File: config.mk
export PLATFORM = sky130hd
export DESIGN_NAME = epv_core
export DESIGN_NICKNAME = d
export VERILOG_FILES = /design/src/logic/epv_core.v
export VERILOG_INCLUDE_DIRS = /design/src /design/src/logic
export SDC_FILE = /design/constraint.sdc
export NUM_CORES = 2
export LEC_CHECK = 0
export ABC_AREA = 1
export BUFFER_PORTS_ARGS = -buffer_cell sky130_fd_sc_hd__buf_2
export CAP_MARGIN = 5
export CORE_MARGIN = 2
export CORE_UTILIZATION = 45
export CTS_CLUSTER_SIZE = 24
export DETAILED_ROUTE_END_ITERATION = 10
export GPL_TIMING_DRIVEN = 0
export PLACE_DENSITY = 0.69
export SKIP_LAST_GASP = 1
export SYNTH_ARGS = -nofsm -noshare
export SYNTH_HDL_FRONTEND = slang
export SYNTH_SLANG_ARGS = --single-unit
File: constraint.sdc
create_clock -name sys_clk_in -period 69.2 [get_ports sys_clk_in]
set_clock_uncertainty 0.05 [all_clocks]
set_input_delay 20.76 -clock sys_clk_in [delete_from_list [all_inputs] [get_ports sys_clk_in]]
set_output_delay 20.76 -clock sys_clk_in [all_outputs]
set_load 0.01 [all_outputs]
File: src/logic/epv_map.vh
`ifndef EPV_MAP_VH
`define EPV_MAP_VH
// ---------------------------------------------------------------
// register byte offsets
// ---------------------------------------------------------------
`define EPV_CTRL_OFS     12'h000
`define EPV_VTOR_OFS     12'h004
`define EPV_SYSEN_OFS    12'h008
`define EPV_SYSPRIO_OFS  12'h00C
`define EPV_IRQEN0_OFS   12'h010
`define EPV_IRQEN1_OFS   12'h014
`define EPV_IRQPRIO_OFS  12'h020
`define EPV_STATUS_OFS   12'h040
`define EPV_IRQPND0_OFS  12'h044
`define EPV_IRQPND1_OFS  12'h048
`define EPV_SYSPND_OFS   12'h04C
// ---------------------------------------------------------------
// fields and values
// ---------------------------------------------------------------
`define EPV_CTRL_UNALIGN 0
`define EPV_CTRL_DIVZERO 1
`define EPV_CTRL_PENDED_SERVICE_REQUEST  8
`define EPV_CTRL_SYSTEM_TICK_EXCEPTION 9
`define EPV_CTRL_NMI     10
`define EPV_VTOR_RST     32'h00000000
`define EPV_VTOR_MASK    32'h03FFFF80
`define EPV_PRIO_NMI     6'h01
`define EPV_PRIO_HARD    6'h02
`define EPV_PRIO_IDLE    6'h3F
`define EPV_PRIO_RST     4'h0
`define EPV_IRQ_BASE     7'h10
`define EPV_NUM_NMI      7'h02
`define EPV_NUM_HARD     7'h03
`define EPV_NUM_MEM      7'h04
`define EPV_NUM_BUS      7'h05
`define EPV_NUM_USAGE    7'h06
`define EPV_NUM_SVC      7'h0B
`define EPV_NUM_PENDED_SERVICE_REQUEST   7'h0E
`define EPV_NUM_TICK     7'h0F
`endif

File: src/logic/epv_core.v
// Behaviour
// RL1: nmi always enabled, priority -2, top
// RL2: hard fault fixed priority -1
// RL3: hard fault on handling error or escalation
// RL4: memory fault on violation or execute-never fetch
// RL5: bus fault on bus error report
// RL6: bus fault precise sync, imprecise async
// RL7: usage fault on four instruction errors
// RL8: unaligned and divide usage faults when enabled
// RL9: supervisor call exception on instruction
// RL10: system tick on timer zero or software
// RL11: irq vectors from 0x40, 4-byte steps
// RL12: interrupt lines 0 to 49, own vectors
// RL13: software sets bit 0 of handlers
// RL14: vector base zero at reset, relocatable
// RL15: lower value wins, configurable 0 to 15
// RL16: configurable priorities reset to 0
// RL17: ties go to lowest exception number
// RL18: preempt only on strictly higher priority
// RL19: asynchronous entry may be delayed
// RL20: configurable exceptions can be disabled
// RL21: current exception number reported
// RL22: inactive, pending, active, active and pending
// RL23: winner re-evaluated every cycle
`timescale 1ns/100ps
`include "epv_map.vh"
module epv_core #(
  parameter IRQ_NUM = 50
) (
  input  wire                sys_clk_in,
  input  wire                rst_in,
  // apb slave
  input  wire                psel_in,
  input  wire                penable_in,
  input  wire                pwrite_in,
  input  wire [2:0]          pprot_in,
  input  wire [11:0]         paddr_in,
  input  wire [31:0]         pwdata_in,
  output reg  [31:0]         prdata_out,
  output reg                 pready_out,
  output reg                 pslverr_out,
  // exception sources
  input  wire                nmi_in,
  input  wire                exc_proc_err_in,
  input  wire                mpu_en_in,
  input  wire                mpu_violation_in,
  input  wire                execute_never_fetch_in,
  input  wire                bus_err_in,
  input  wire                bus_precise_in,
  input  wire                undef_instr_in,
  input  wire                illegal_unalign_in,
  input  wire                invalid_state_in,
  input  wire                exc_return_err_in,
  input  wire                unalign_access_in,
  input  wire                div_zero_in,
  input  wire                supervisor_call_in,
  input  wire                tick_zero_in,
  input  wire [IRQ_NUM-1:0]  irq_in,
  // core handshake
  input  wire                take_in,
  input  wire                return_in,
  output reg                 exc_req_out,
  output reg  [6:0]          exc_num_out,
  output reg  [31:0]         vec_addr_out,
  output reg                 exc_async_out,
  output reg  [6:0]          interrupt_program_status_out
);
  localparam NEXC = 16 + IRQ_NUM;   // exception numbers 0..NEXC-1
  // 0 is thread mode, 1 is reset;
  // reserved numbers never win

  // ---------------------------------------------------------------
  // software state
  // ---------------------------------------------------------------
  // changed by privileged writes only,
  // so user code cannot mask a fault
  reg  [1:0]   ctrl;           // usage fault report enables
  reg  [31:0]  vector_table_offset;
  reg  [5:0]   sys_en;         // mem, bus, usage, svc, pended_service_request, tick
  reg  [23:0]  sys_prio;       // six 4-bit priorities
  reg  [63:0]  irq_en;         // per-line enables
  reg  [255:0] irq_prio;       // 4 bits per line
  reg  [NEXC-1:0] pend;        // pending bit per exception
  reg  [NEXC-1:0] act;         // active bit per exception
  reg          bf_imprecise;   // last bus fault was imprecise

  // ---------------------------------------------------------------
  // apb decode
  // ---------------------------------------------------------------
  // no wait states: ready is one
  // register behind setup
  wire setup   = psel_in & ~penable_in;
  wire priv    = pprot_in[0];
  // writes land only at the completing edge and only when privileged
  wire wr_en   = psel_in & penable_in & pready_out & pwrite_in & priv;
  wire addr_ok = (paddr_in <= `EPV_SYSPND_OFS) & (paddr_in[1:0] == 2'b00) &
                 ~((paddr_in > `EPV_IRQEN1_OFS) & (paddr_in < `EPV_IRQPRIO_OFS));
  wire [2:0] prio_word = paddr_in[4:2];

  // software one-shot requests from the control word
  wire wr_ctrl    = wr_en & (paddr_in == `EPV_CTRL_OFS);
  wire sw_pended_service_request  = wr_ctrl & pwdata_in[`EPV_CTRL_PENDED_SERVICE_REQUEST];
  wire sw_system_tick_exception = wr_ctrl & pwdata_in[`EPV_CTRL_SYSTEM_TICK_EXCEPTION];
  wire sw_nmi     = wr_ctrl & pwdata_in[`EPV_CTRL_NMI];

  // ---------------------------------------------------------------
  // register writes
  // ---------------------------------------------------------------
  // reset: all disabled, priority 0,
  // table at address zero
  // read-only and reserved words
  // fall through untouched
  always @(posedge sys_clk_in or posedge rst_in) begin
    if (rst_in) begin
      ctrl                <= 2'h0;
      vector_table_offset <= `EPV_VTOR_RST;           // RL14
      sys_en              <= 6'h00;
      sys_prio            <= 24'h000000;              // RL16
      irq_en              <= 64'h0000000000000000;
      irq_prio            <= 256'h0;                  // RL16
    end else if (wr_en) begin
      case (paddr_in)
        `EPV_CTRL_OFS:    ctrl <= pwdata_in[1:0];
        // base kept inside the relocatable window, low bits forced clear
        `EPV_VTOR_OFS:    vector_table_offset <= pwdata_in & `EPV_VTOR_MASK; // RL14
        `EPV_SYSEN_OFS:   sys_en <= pwdata_in[5:0];   // RL20
        `EPV_SYSPRIO_OFS: sys_prio <= pwdata_in[23:0];
        `EPV_IRQEN0_OFS:  irq_en[31:0] <= pwdata_in;  // RL20
        `EPV_IRQEN1_OFS:  irq_en[63:32] <= pwdata_in;
        default: begin
          // one word per eight lines of priority
          if ((paddr_in >= `EPV_IRQPRIO_OFS) && (paddr_in < `EPV_STATUS_OFS)) begin
            irq_prio[prio_word*32 +: 32] <= pwdata_in;
          end
        end
      endcase
    end
  end

  // ---------------------------------------------------------------
  // enable and effective priority per exception
  // ---------------------------------------------------------------
  // effective priority: nmi 1, hard 2, configurable 16+p; smaller wins
  // two extra top bits rank fixed
  // priorities above any field value,
  // so one unsigned compare serves all
  reg  [NEXC-1:0]   en;
  reg  [NEXC*6-1:0] eff;
  integer           k;
  always @* begin
    en  = {NEXC{1'b0}};
    eff = {NEXC{`EPV_PRIO_IDLE}};
    en[2]  = 1'b1;                                    // RL1
    eff[2*6 +: 6] = `EPV_PRIO_NMI;                    // RL1
    en[3]  = 1'b1;                                    // RL2
    eff[3*6 +: 6] = `EPV_PRIO_HARD;                   // RL2
    en[4]  = sys_en[0];
    en[5]  = sys_en[1];
    en[6]  = sys_en[2];
    en[11] = sys_en[3];
    en[14] = sys_en[4];
    en[15] = sys_en[5];
    eff[4*6 +: 6]  = {2'b01, sys_prio[3:0]};          // RL15
    eff[5*6 +: 6]  = {2'b01, sys_prio[7:4]};
    eff[6*6 +: 6]  = {2'b01, sys_prio[11:8]};
    eff[11*6 +: 6] = {2'b01, sys_prio[15:12]};
    eff[14*6 +: 6] = {2'b01, sys_prio[19:16]};
    eff[15*6 +: 6] = {2'b01, sys_prio[23:20]};
    for (k = 0; k < IRQ_NUM; k = k + 1) begin
      en[16+k] = irq_en[k];                           // RL12
      eff[(16+k)*6 +: 6] = {2'b01, irq_prio[k*4 +: 4]}; // RL15
    end
  end

  // ---------------------------------------------------------------
  // priority search
  // ---------------------------------------------------------------
  // one pass finds the pending winner, the current priority and the
  // active exception that resumes after a return
  // reset is the reset pin itself,
  // so the search starts at 2
  // trade-off: a long linear chain
  // instead of a tree keeps the
  // winner in the same cycle as pending
  reg  [6:0] win_num;
  reg  [5:0] win_prio;
  reg  [6:0] nxt_num;
  reg  [5:0] nxt_prio;
  reg  [5:0] cur_prio;
  reg  [5:0] p;
  integer    i;
  always @* begin
    win_num  = 7'h00;
    win_prio = `EPV_PRIO_IDLE;
    nxt_num  = 7'h00;
    nxt_prio = `EPV_PRIO_IDLE;
    cur_prio = `EPV_PRIO_IDLE;
    p        = `EPV_PRIO_IDLE;
    for (i = 2; i < NEXC; i = i + 1) begin
      p = eff[i*6 +: 6];
      // strict compare keeps the lowest number on a tie
      if (pend[i] && en[i] && (p < win_prio)) begin     // RL17 RL23
        win_num  = i[6:0];
        win_prio = p;
      end
      // most urgent other active one
      if (act[i] && (i[6:0] != interrupt_program_status_out) &&
          (p < nxt_prio)) begin
        nxt_num  = i[6:0];
        nxt_prio = p;
      end
      // running handler's priority
      if (i[6:0] == interrupt_program_status_out) begin
        cur_prio = p;
      end
    end
  end

  // ---------------------------------------------------------------
  // event classification and escalation
  // ---------------------------------------------------------------
  // every high cycle of a source is
  // a fresh request
  // execute-never fetches fault even
  // with the protection unit off
  wire mm_evt = (mpu_en_in & mpu_violation_in) | execute_never_fetch_in; // RL4
  wire uf_evt = undef_instr_in | illegal_unalign_in | invalid_state_in |
                exc_return_err_in;                                       // RL7
  wire uf_opt = (unalign_access_in & ctrl[`EPV_CTRL_UNALIGN]) |
                (div_zero_in & ctrl[`EPV_CTRL_DIVZERO]);                 // RL8
  wire bf_sync  = bus_err_in & bus_precise_in;                           // RL5 RL6
  wire bf_async = bus_err_in & ~bus_precise_in;                          // RL6
  // a synchronous fault that is disabled or cannot preempt now has no
  // handler able to run, so it escalates instead of pending
  wire esc_mm  = ~sys_en[0] | ({2'b01, sys_prio[3:0]} >= cur_prio);
  wire esc_bf  = ~sys_en[1] | ({2'b01, sys_prio[7:4]} >= cur_prio);
  wire esc_uf  = ~sys_en[2] | ({2'b01, sys_prio[11:8]} >= cur_prio);
  wire esc_svc = ~sys_en[3] | ({2'b01, sys_prio[15:12]} >= cur_prio);
  wire hf_evt  = exc_proc_err_in | (mm_evt & esc_mm) | (bf_sync & esc_bf) |
                 ((uf_evt | uf_opt) & esc_uf) |
                 (supervisor_call_in & esc_svc);                         // RL3

  // imprecise bus errors never
  // escalate: the access has retired
  reg [NEXC-1:0] evt;   // set requests this cycle
  always @* begin
    evt     = {NEXC{1'b0}};
    evt[2]  = nmi_in | sw_nmi;                                           // RL1
    evt[3]  = hf_evt;                                                    // RL3
    evt[4]  = mm_evt & ~esc_mm;                                          // RL4
    evt[5]  = (bf_sync & ~esc_bf) | bf_async;                            // RL5
    evt[6]  = (uf_evt | uf_opt) & ~esc_uf;                               // RL7 RL8
    evt[11] = supervisor_call_in & ~esc_svc;                             // RL9
    evt[14] = sw_pended_service_request;
    evt[15] = tick_zero_in | sw_system_tick_exception;                                 // RL10
    evt[NEXC-1:16] = irq_in;                                             // RL12
  end

  // ---------------------------------------------------------------
  // per-exception pending and active state
  // ---------------------------------------------------------------
  // a new request in the cycle of entry keeps pending set, giving
  // active and pending for a source already in service
  // reserved numbers never pend:
  // no event or take reaches them
  genvar g;
  generate
    for (g = 0; g < NEXC; g = g + 1) begin : g_state
      wire taken = take_in & (exc_num_out == g);
      wire done  = return_in & (interrupt_program_status_out == g);
      always @(posedge sys_clk_in or posedge rst_in) begin
        if (rst_in) begin
          pend[g] <= 1'b0;
          act[g]  <= 1'b0;
        end else begin
          pend[g] <= evt[g] | (pend[g] & ~taken);     // RL22
          act[g]  <= taken | (act[g] & ~done);        // RL22
        end
      end
    end
  endgenerate

  // ---------------------------------------------------------------
  // current exception and request outputs
  // ---------------------------------------------------------------
  wire preempt = (win_num != 7'h00) & (win_prio < cur_prio);           // RL18
  // limitation: a take must come
  // while exc_req_out is high
  // asynchronous winners may be entered after further instructions
  wire win_sync = (win_num == `EPV_NUM_HARD) | (win_num == `EPV_NUM_MEM) |
                  (win_num == `EPV_NUM_USAGE) | (win_num == `EPV_NUM_SVC) |
                  ((win_num == `EPV_NUM_BUS) & ~bf_imprecise);

  always @(posedge sys_clk_in or posedge rst_in) begin
    if (rst_in) begin
      interrupt_program_status_out <= 7'h00;
      exc_req_out   <= 1'b0;
      exc_num_out   <= 7'h00;
      vec_addr_out  <= `EPV_VTOR_RST;
      exc_async_out <= 1'b0;
      bf_imprecise  <= 1'b0;
    end else begin
      // entry makes the taken exception current; return resumes the
      // most urgent still-active one, or thread mode
      if (take_in) begin
        interrupt_program_status_out <= exc_num_out;            // RL21
      end else if (return_in) begin
        interrupt_program_status_out <= nxt_num;                // RL21
      end
      // kind of last bus error picks
      // sync or async bus fault entry
      if (bus_err_in) begin
        bf_imprecise <= ~bus_precise_in;                        // RL6
      end
      exc_req_out   <= preempt & ~take_in;                      // RL18 RL23
      exc_num_out   <= win_num;
      // vector = base + 4 * exception number, irq n at 0x40 + 4n
      vec_addr_out  <= vector_table_offset + {23'h000000, win_num, 2'b00}; // RL11
      exc_async_out <= ~win_sync;                               // RL19
    end
  end

  // ---------------------------------------------------------------
  // apb answer: data and error captured in setup, ready in access
  // ---------------------------------------------------------------
  // data chosen at setup and held,
  // so access shows settled data
  reg [31:0] rd_mux;
  always @* begin
    rd_mux = 32'h00000000;
    case (paddr_in)
      `EPV_CTRL_OFS:    rd_mux = {30'h00000000, ctrl};
      `EPV_VTOR_OFS:    rd_mux = vector_table_offset;
      `EPV_SYSEN_OFS:   rd_mux = {26'h0000000, sys_en};
      `EPV_SYSPRIO_OFS: rd_mux = {8'h00, sys_prio};
      `EPV_IRQEN0_OFS:  rd_mux = irq_en[31:0];
      `EPV_IRQEN1_OFS:  rd_mux = irq_en[63:32];
      // current, winner, request flag
      `EPV_STATUS_OFS:  rd_mux = {15'h0000, exc_req_out, 1'b0, exc_num_out,
                                  1'b0, interrupt_program_status_out};
      `EPV_IRQPND0_OFS: rd_mux = pend[47:16];
      // only lines 32 to 49 exist here
      `EPV_IRQPND1_OFS: rd_mux = {{(80-NEXC){1'b0}}, pend[NEXC-1:48]};
      // pending low half, active high
      `EPV_SYSPND_OFS:  rd_mux = {act[15:0], pend[15:0]};
      default: begin
        if ((paddr_in >= `EPV_IRQPRIO_OFS) && (paddr_in < `EPV_STATUS_OFS)) begin
          rd_mux = irq_prio[prio_word*32 +: 32];
        end
      end
    endcase
  end

  // ready lasts one cycle; the error
  // flag is shown only alongside it
  always @(posedge sys_clk_in or posedge rst_in) begin
    if (rst_in) begin
      prdata_out  <= 32'h00000000;
      pready_out  <= 1'b0;
      pslverr_out <= 1'b0;
    end else begin
      pready_out <= setup;
      if (setup) begin
        // unmapped or unprivileged write answers with an error
        pslverr_out <= ~addr_ok | (pwrite_in & ~priv);          // RL14 RL20
        prdata_out  <= (addr_ok & ~pwrite_in) ? rd_mux : 32'h00000000;
      end else begin
        pslverr_out <= 1'b0;
      end
    end
  end
endmodule

==> results by group <==
Power
  • Max VDD drop: 0.02741 mV
  • Psw: 0.9051 mW
  • Sequential Power Share: 0.190
  • Power Internal: about 0.93 mW
  • Clock share of power: 0.217
  • Sw Ratio: 0.4939
  • Comb pwr share: 0.593
  • Pwr/cell area: 33.84 nW/µm²
  • Leakage power: 26.81 nW

GRT
  • Initial antenna violation count: 66
  • Vias in the first global route: 50770
  • GRT Overall Usage: 0.5138
  • M1 GR Usage: 0.6437
  • Total grt overflow: 0
  • First-pass GRT wire length: 395500 µm
  • Pin count of the biggest net entering global routing: 118
  • Met2 Resource Use GR: 0.6949
  • Most Crowded Layer GR: met2
  • Met3 GRT Util: 0.2229

Clock tree
  • Clk sinks: 574
  • Total CTS buffers: 71
  • Post-CTS Hold Buffers: 0
  • CTS max path bufs: 3
  • Clock-pin slew on the worst setup and hold paths: roughly 60 ps
  • TritonCTS clock tree: done
  • Worst-Skew Late Latency: 710 ps
  • Root Driver: clkbuf_16
  • H-tree Lvls: 3

Outcome
  • Failing checks: max-capacitance violations, max-slew violations
  • Status: complete, but fails checks

Routing
  • Vias per inst: around 6.5
  • Final antenna-violating net count: 0
  • Routed len/inst: 33.00 µm
  • WL final: just under 300000 µm
  • Drt first pass iters: 7
  • DRC Markers: 0
  • Vias: around 57000
  • DRT iter0 DRCs: 8626

Hold path
  • Min-Delay Path Class: flip-flop to flip-flop

Synth
  • Synth top area share: 0.2957
  • Most area-hungry cell type in the Yosys netlist: dfrtp_1
  • Unique masters post-synth: 83
  • Fraction of registers with async set/reset: 1.000
  • Cell Area, Synth: 48580 µm²
  • Most numerous cell in the Yosys netlist: nand2_1
  • Main area contributors after synthesis: dfrtp_1 (30%), nand2_1 (14%), o21ai_0 (9.4%)
  • Cell count after synthesis: 7074
  • Number of flops mapped to enable cells by yosys: 0
  • Ys Warns: 0
  • Mean post-synth cell area: roughly 6.9 µm²
  • Most used DFF post-synth: dfrtp_1
  • Synthesis-stage register bit count: 574
  • Sequential-to-total area share from yosys stat: 0.2957
  • Synth cell count leaders: nand2_1 (1796), o21ai_0 (911), inv_1 (781)

Floorplanning
  • Starting density of the core: 0.4538
  • Core Rows: 120
  • I/O pins: 201
  • Die area: 110600 µm²
  • Chip Width: about 330 µm
  • Total core area: 107100 µm²
  • Chip height: roughly 330 µm

Critical path
  • Crit path buf inv count: 16
  • Worst setup EP type: flip-flop
  • CP max stage cell: dfrtp_1
  • Crit path max fanout: 10
  • Critical path type: flip-flop to flip-flop
  • Startpoint types: flip-flop
  • Top delay family on crit path: compound AO/OA/AOI/OAI gates
  • WP data required: 69720 ps
  • CP arrival: 63810 ps
  • Cell with the most instances on the worst path: ha_1
  • Critical Path Max Stage Delay: between 400 and 500 ps

STA
  • Max_slew headroom: -0.06608
  • # setup viols final: 0
  • Setup ws final: 5911 ps
  • Worst-Margin Slew: 1587 ps
  • Final Hold Viols: 0
  • Minimum clock period: 63290 ps
  • Fmax: 15.80 MHz
  • Max-slew violation count: 16
  • Total negative slack: 0 ps
  • Final worst-path cycle share: 0.9146

Placed design
  • GPL Wtd Cong: 1.136
  • DP Area: 51480 µm²
  • Dpl ws: 3219 ps
  • DPL Wire Length: 239000 µm
  • Port bufs: 189

Finish
  • Layout cells sized above 1: 0.1173
  • Final core occ: 0.5058
  • Post-route cell area: 54150 µm²
  • Post-layout nets: 7780
  • Syn-to-layout area delta: 11.46%

Run
  • Max cap viols: 3
placed cells by master (no fill, tap or decap), drive strengths merged, types with 7 or more instances in the layout:
master   netlist  layout
nand3        480     480
inv          815     817
nand4        254     254
conb           1       7
o221ai        34      34
nand2       2028    2028
nor4          15      15
ha           307     307
a211oi         7       7
mux2          32      32
a31oi         35      35
a21o          17      17
o21bai        35      35
xor2          12      12
a21boi        20      20
nor3         146     146
a21oi        248     248
a221oi        46      46
o31ai         15      15
o211ai        62      62
a211o         14      14
dfrtp        574     574
a311o         11      11
o22ai         21      21
nand3b         8       8
o2111ai        8       8
o21a          51      51
diode          0      64
o21ai        937     937
clkinv         9      23
buf           71     271
nor2         507     507
clkbuf       199     301
power groups by stage:
stage	logic (mW)	clock network, mW	registers (mW)
final	1.09	0.397	0.349
after detailed placement	1.04	0	0.354
after global routing	1.22	0.405	0.349
after global placement	1.01	0	0.354
after CTS	1.04	0.391	0.348
after floorplan	0.726	0	0.352
path summary, 6_finish.rpt:
check / slack, ps / cells past startpoint / end / from
worst max-delay path: 5910 / 319 / interrupt_program_status_out[5] / interrupt_program_status_out[3]
worst min-delay path: 440 / 2 / act[21] / act[21]
worst max register to register: 5910 / 319 / interrupt_program_status_out[5] / interrupt_program_status_out[3]
worst min register to register: 440 / 2 / act[21] / act[21]
max in group asynchronous: 46940 / 5 / irq_prio[106] / rst_in
min in group asynchronous: 20030 / 2 / vec_addr_out[8] / rst_in
flip-flops by register name (all words and copies together), names as in the netlist, 19 cells and up:
name	cells
act	66
vector_table_offset	19
sys_prio	24
irq_en	64
irq_prio	256
pend	66
prdata_out	32
vec_addr_out	20
final cells by class:
cell class / count / area [µm²]
plain buffers: 280 / 1567
multi-input cells: 5402 / 29700
clock inverters: 25 / 307.8
repair buffers: 200 / 1126
clock buffers: 102 / 2054
well taps: 1403 / 1755
fillers: 11080 / 52910
diodes: 64 / 160.2
inverters: 824 / 3110
flip-flops and latches: 574 / 14370
what timing repair did:
action / CTS / global route
setup buffers: 0 / 4
resized for setup: 0 / 95
setup endpoints to repair: 0 / 36
metal layers:
metal | share of wire | vias up | wire (µm)
li1 | - | 24560 | -
met1 | 0.38 | 27490 | 111200
met2 | 0.39 | 4251 | 113000
met3 | 0.15 | 934 | 42490
met4 | 0.088 | 46 | 25880
met5 | 0.0012 | - | 348
metrics by stage:
step	hold slack [ps]	std cells	total power [mW]
2_1_floorplan	397.8	7080	1.078
3_3_place_gp	413.0	8672	1.364
3_5_place_dp	418.7	8679	1.392
4_1_cts	433.5	8806	1.783
5_1_grt	443.9	8815	1.970
6_report	435.1	8874	1.833
kinds of logic after synthesis:
group / Yosys count / synth area share
AO/OA/AOI/OAI: 1590 / 0.1895
AND/OR/NAND/NOR: 3450 / 0.3292
XOR/XNOR: 15 / 0.002705
adder cells (fa/ha/maj): 308 / 0.07948
other: 1 / 0.00007720
flip-flops: 574 / 0.2957
buffers and inverters: 1104 / 0.09594
multiplexers: 32 / 0.007418
worst min-delay path: stages (launching register included):
cell and delay [ps]:
dfrtp_1 340, a21oi_1 60, nand2_1 50
Note: power is estimated with default switching activity, not from simulation.
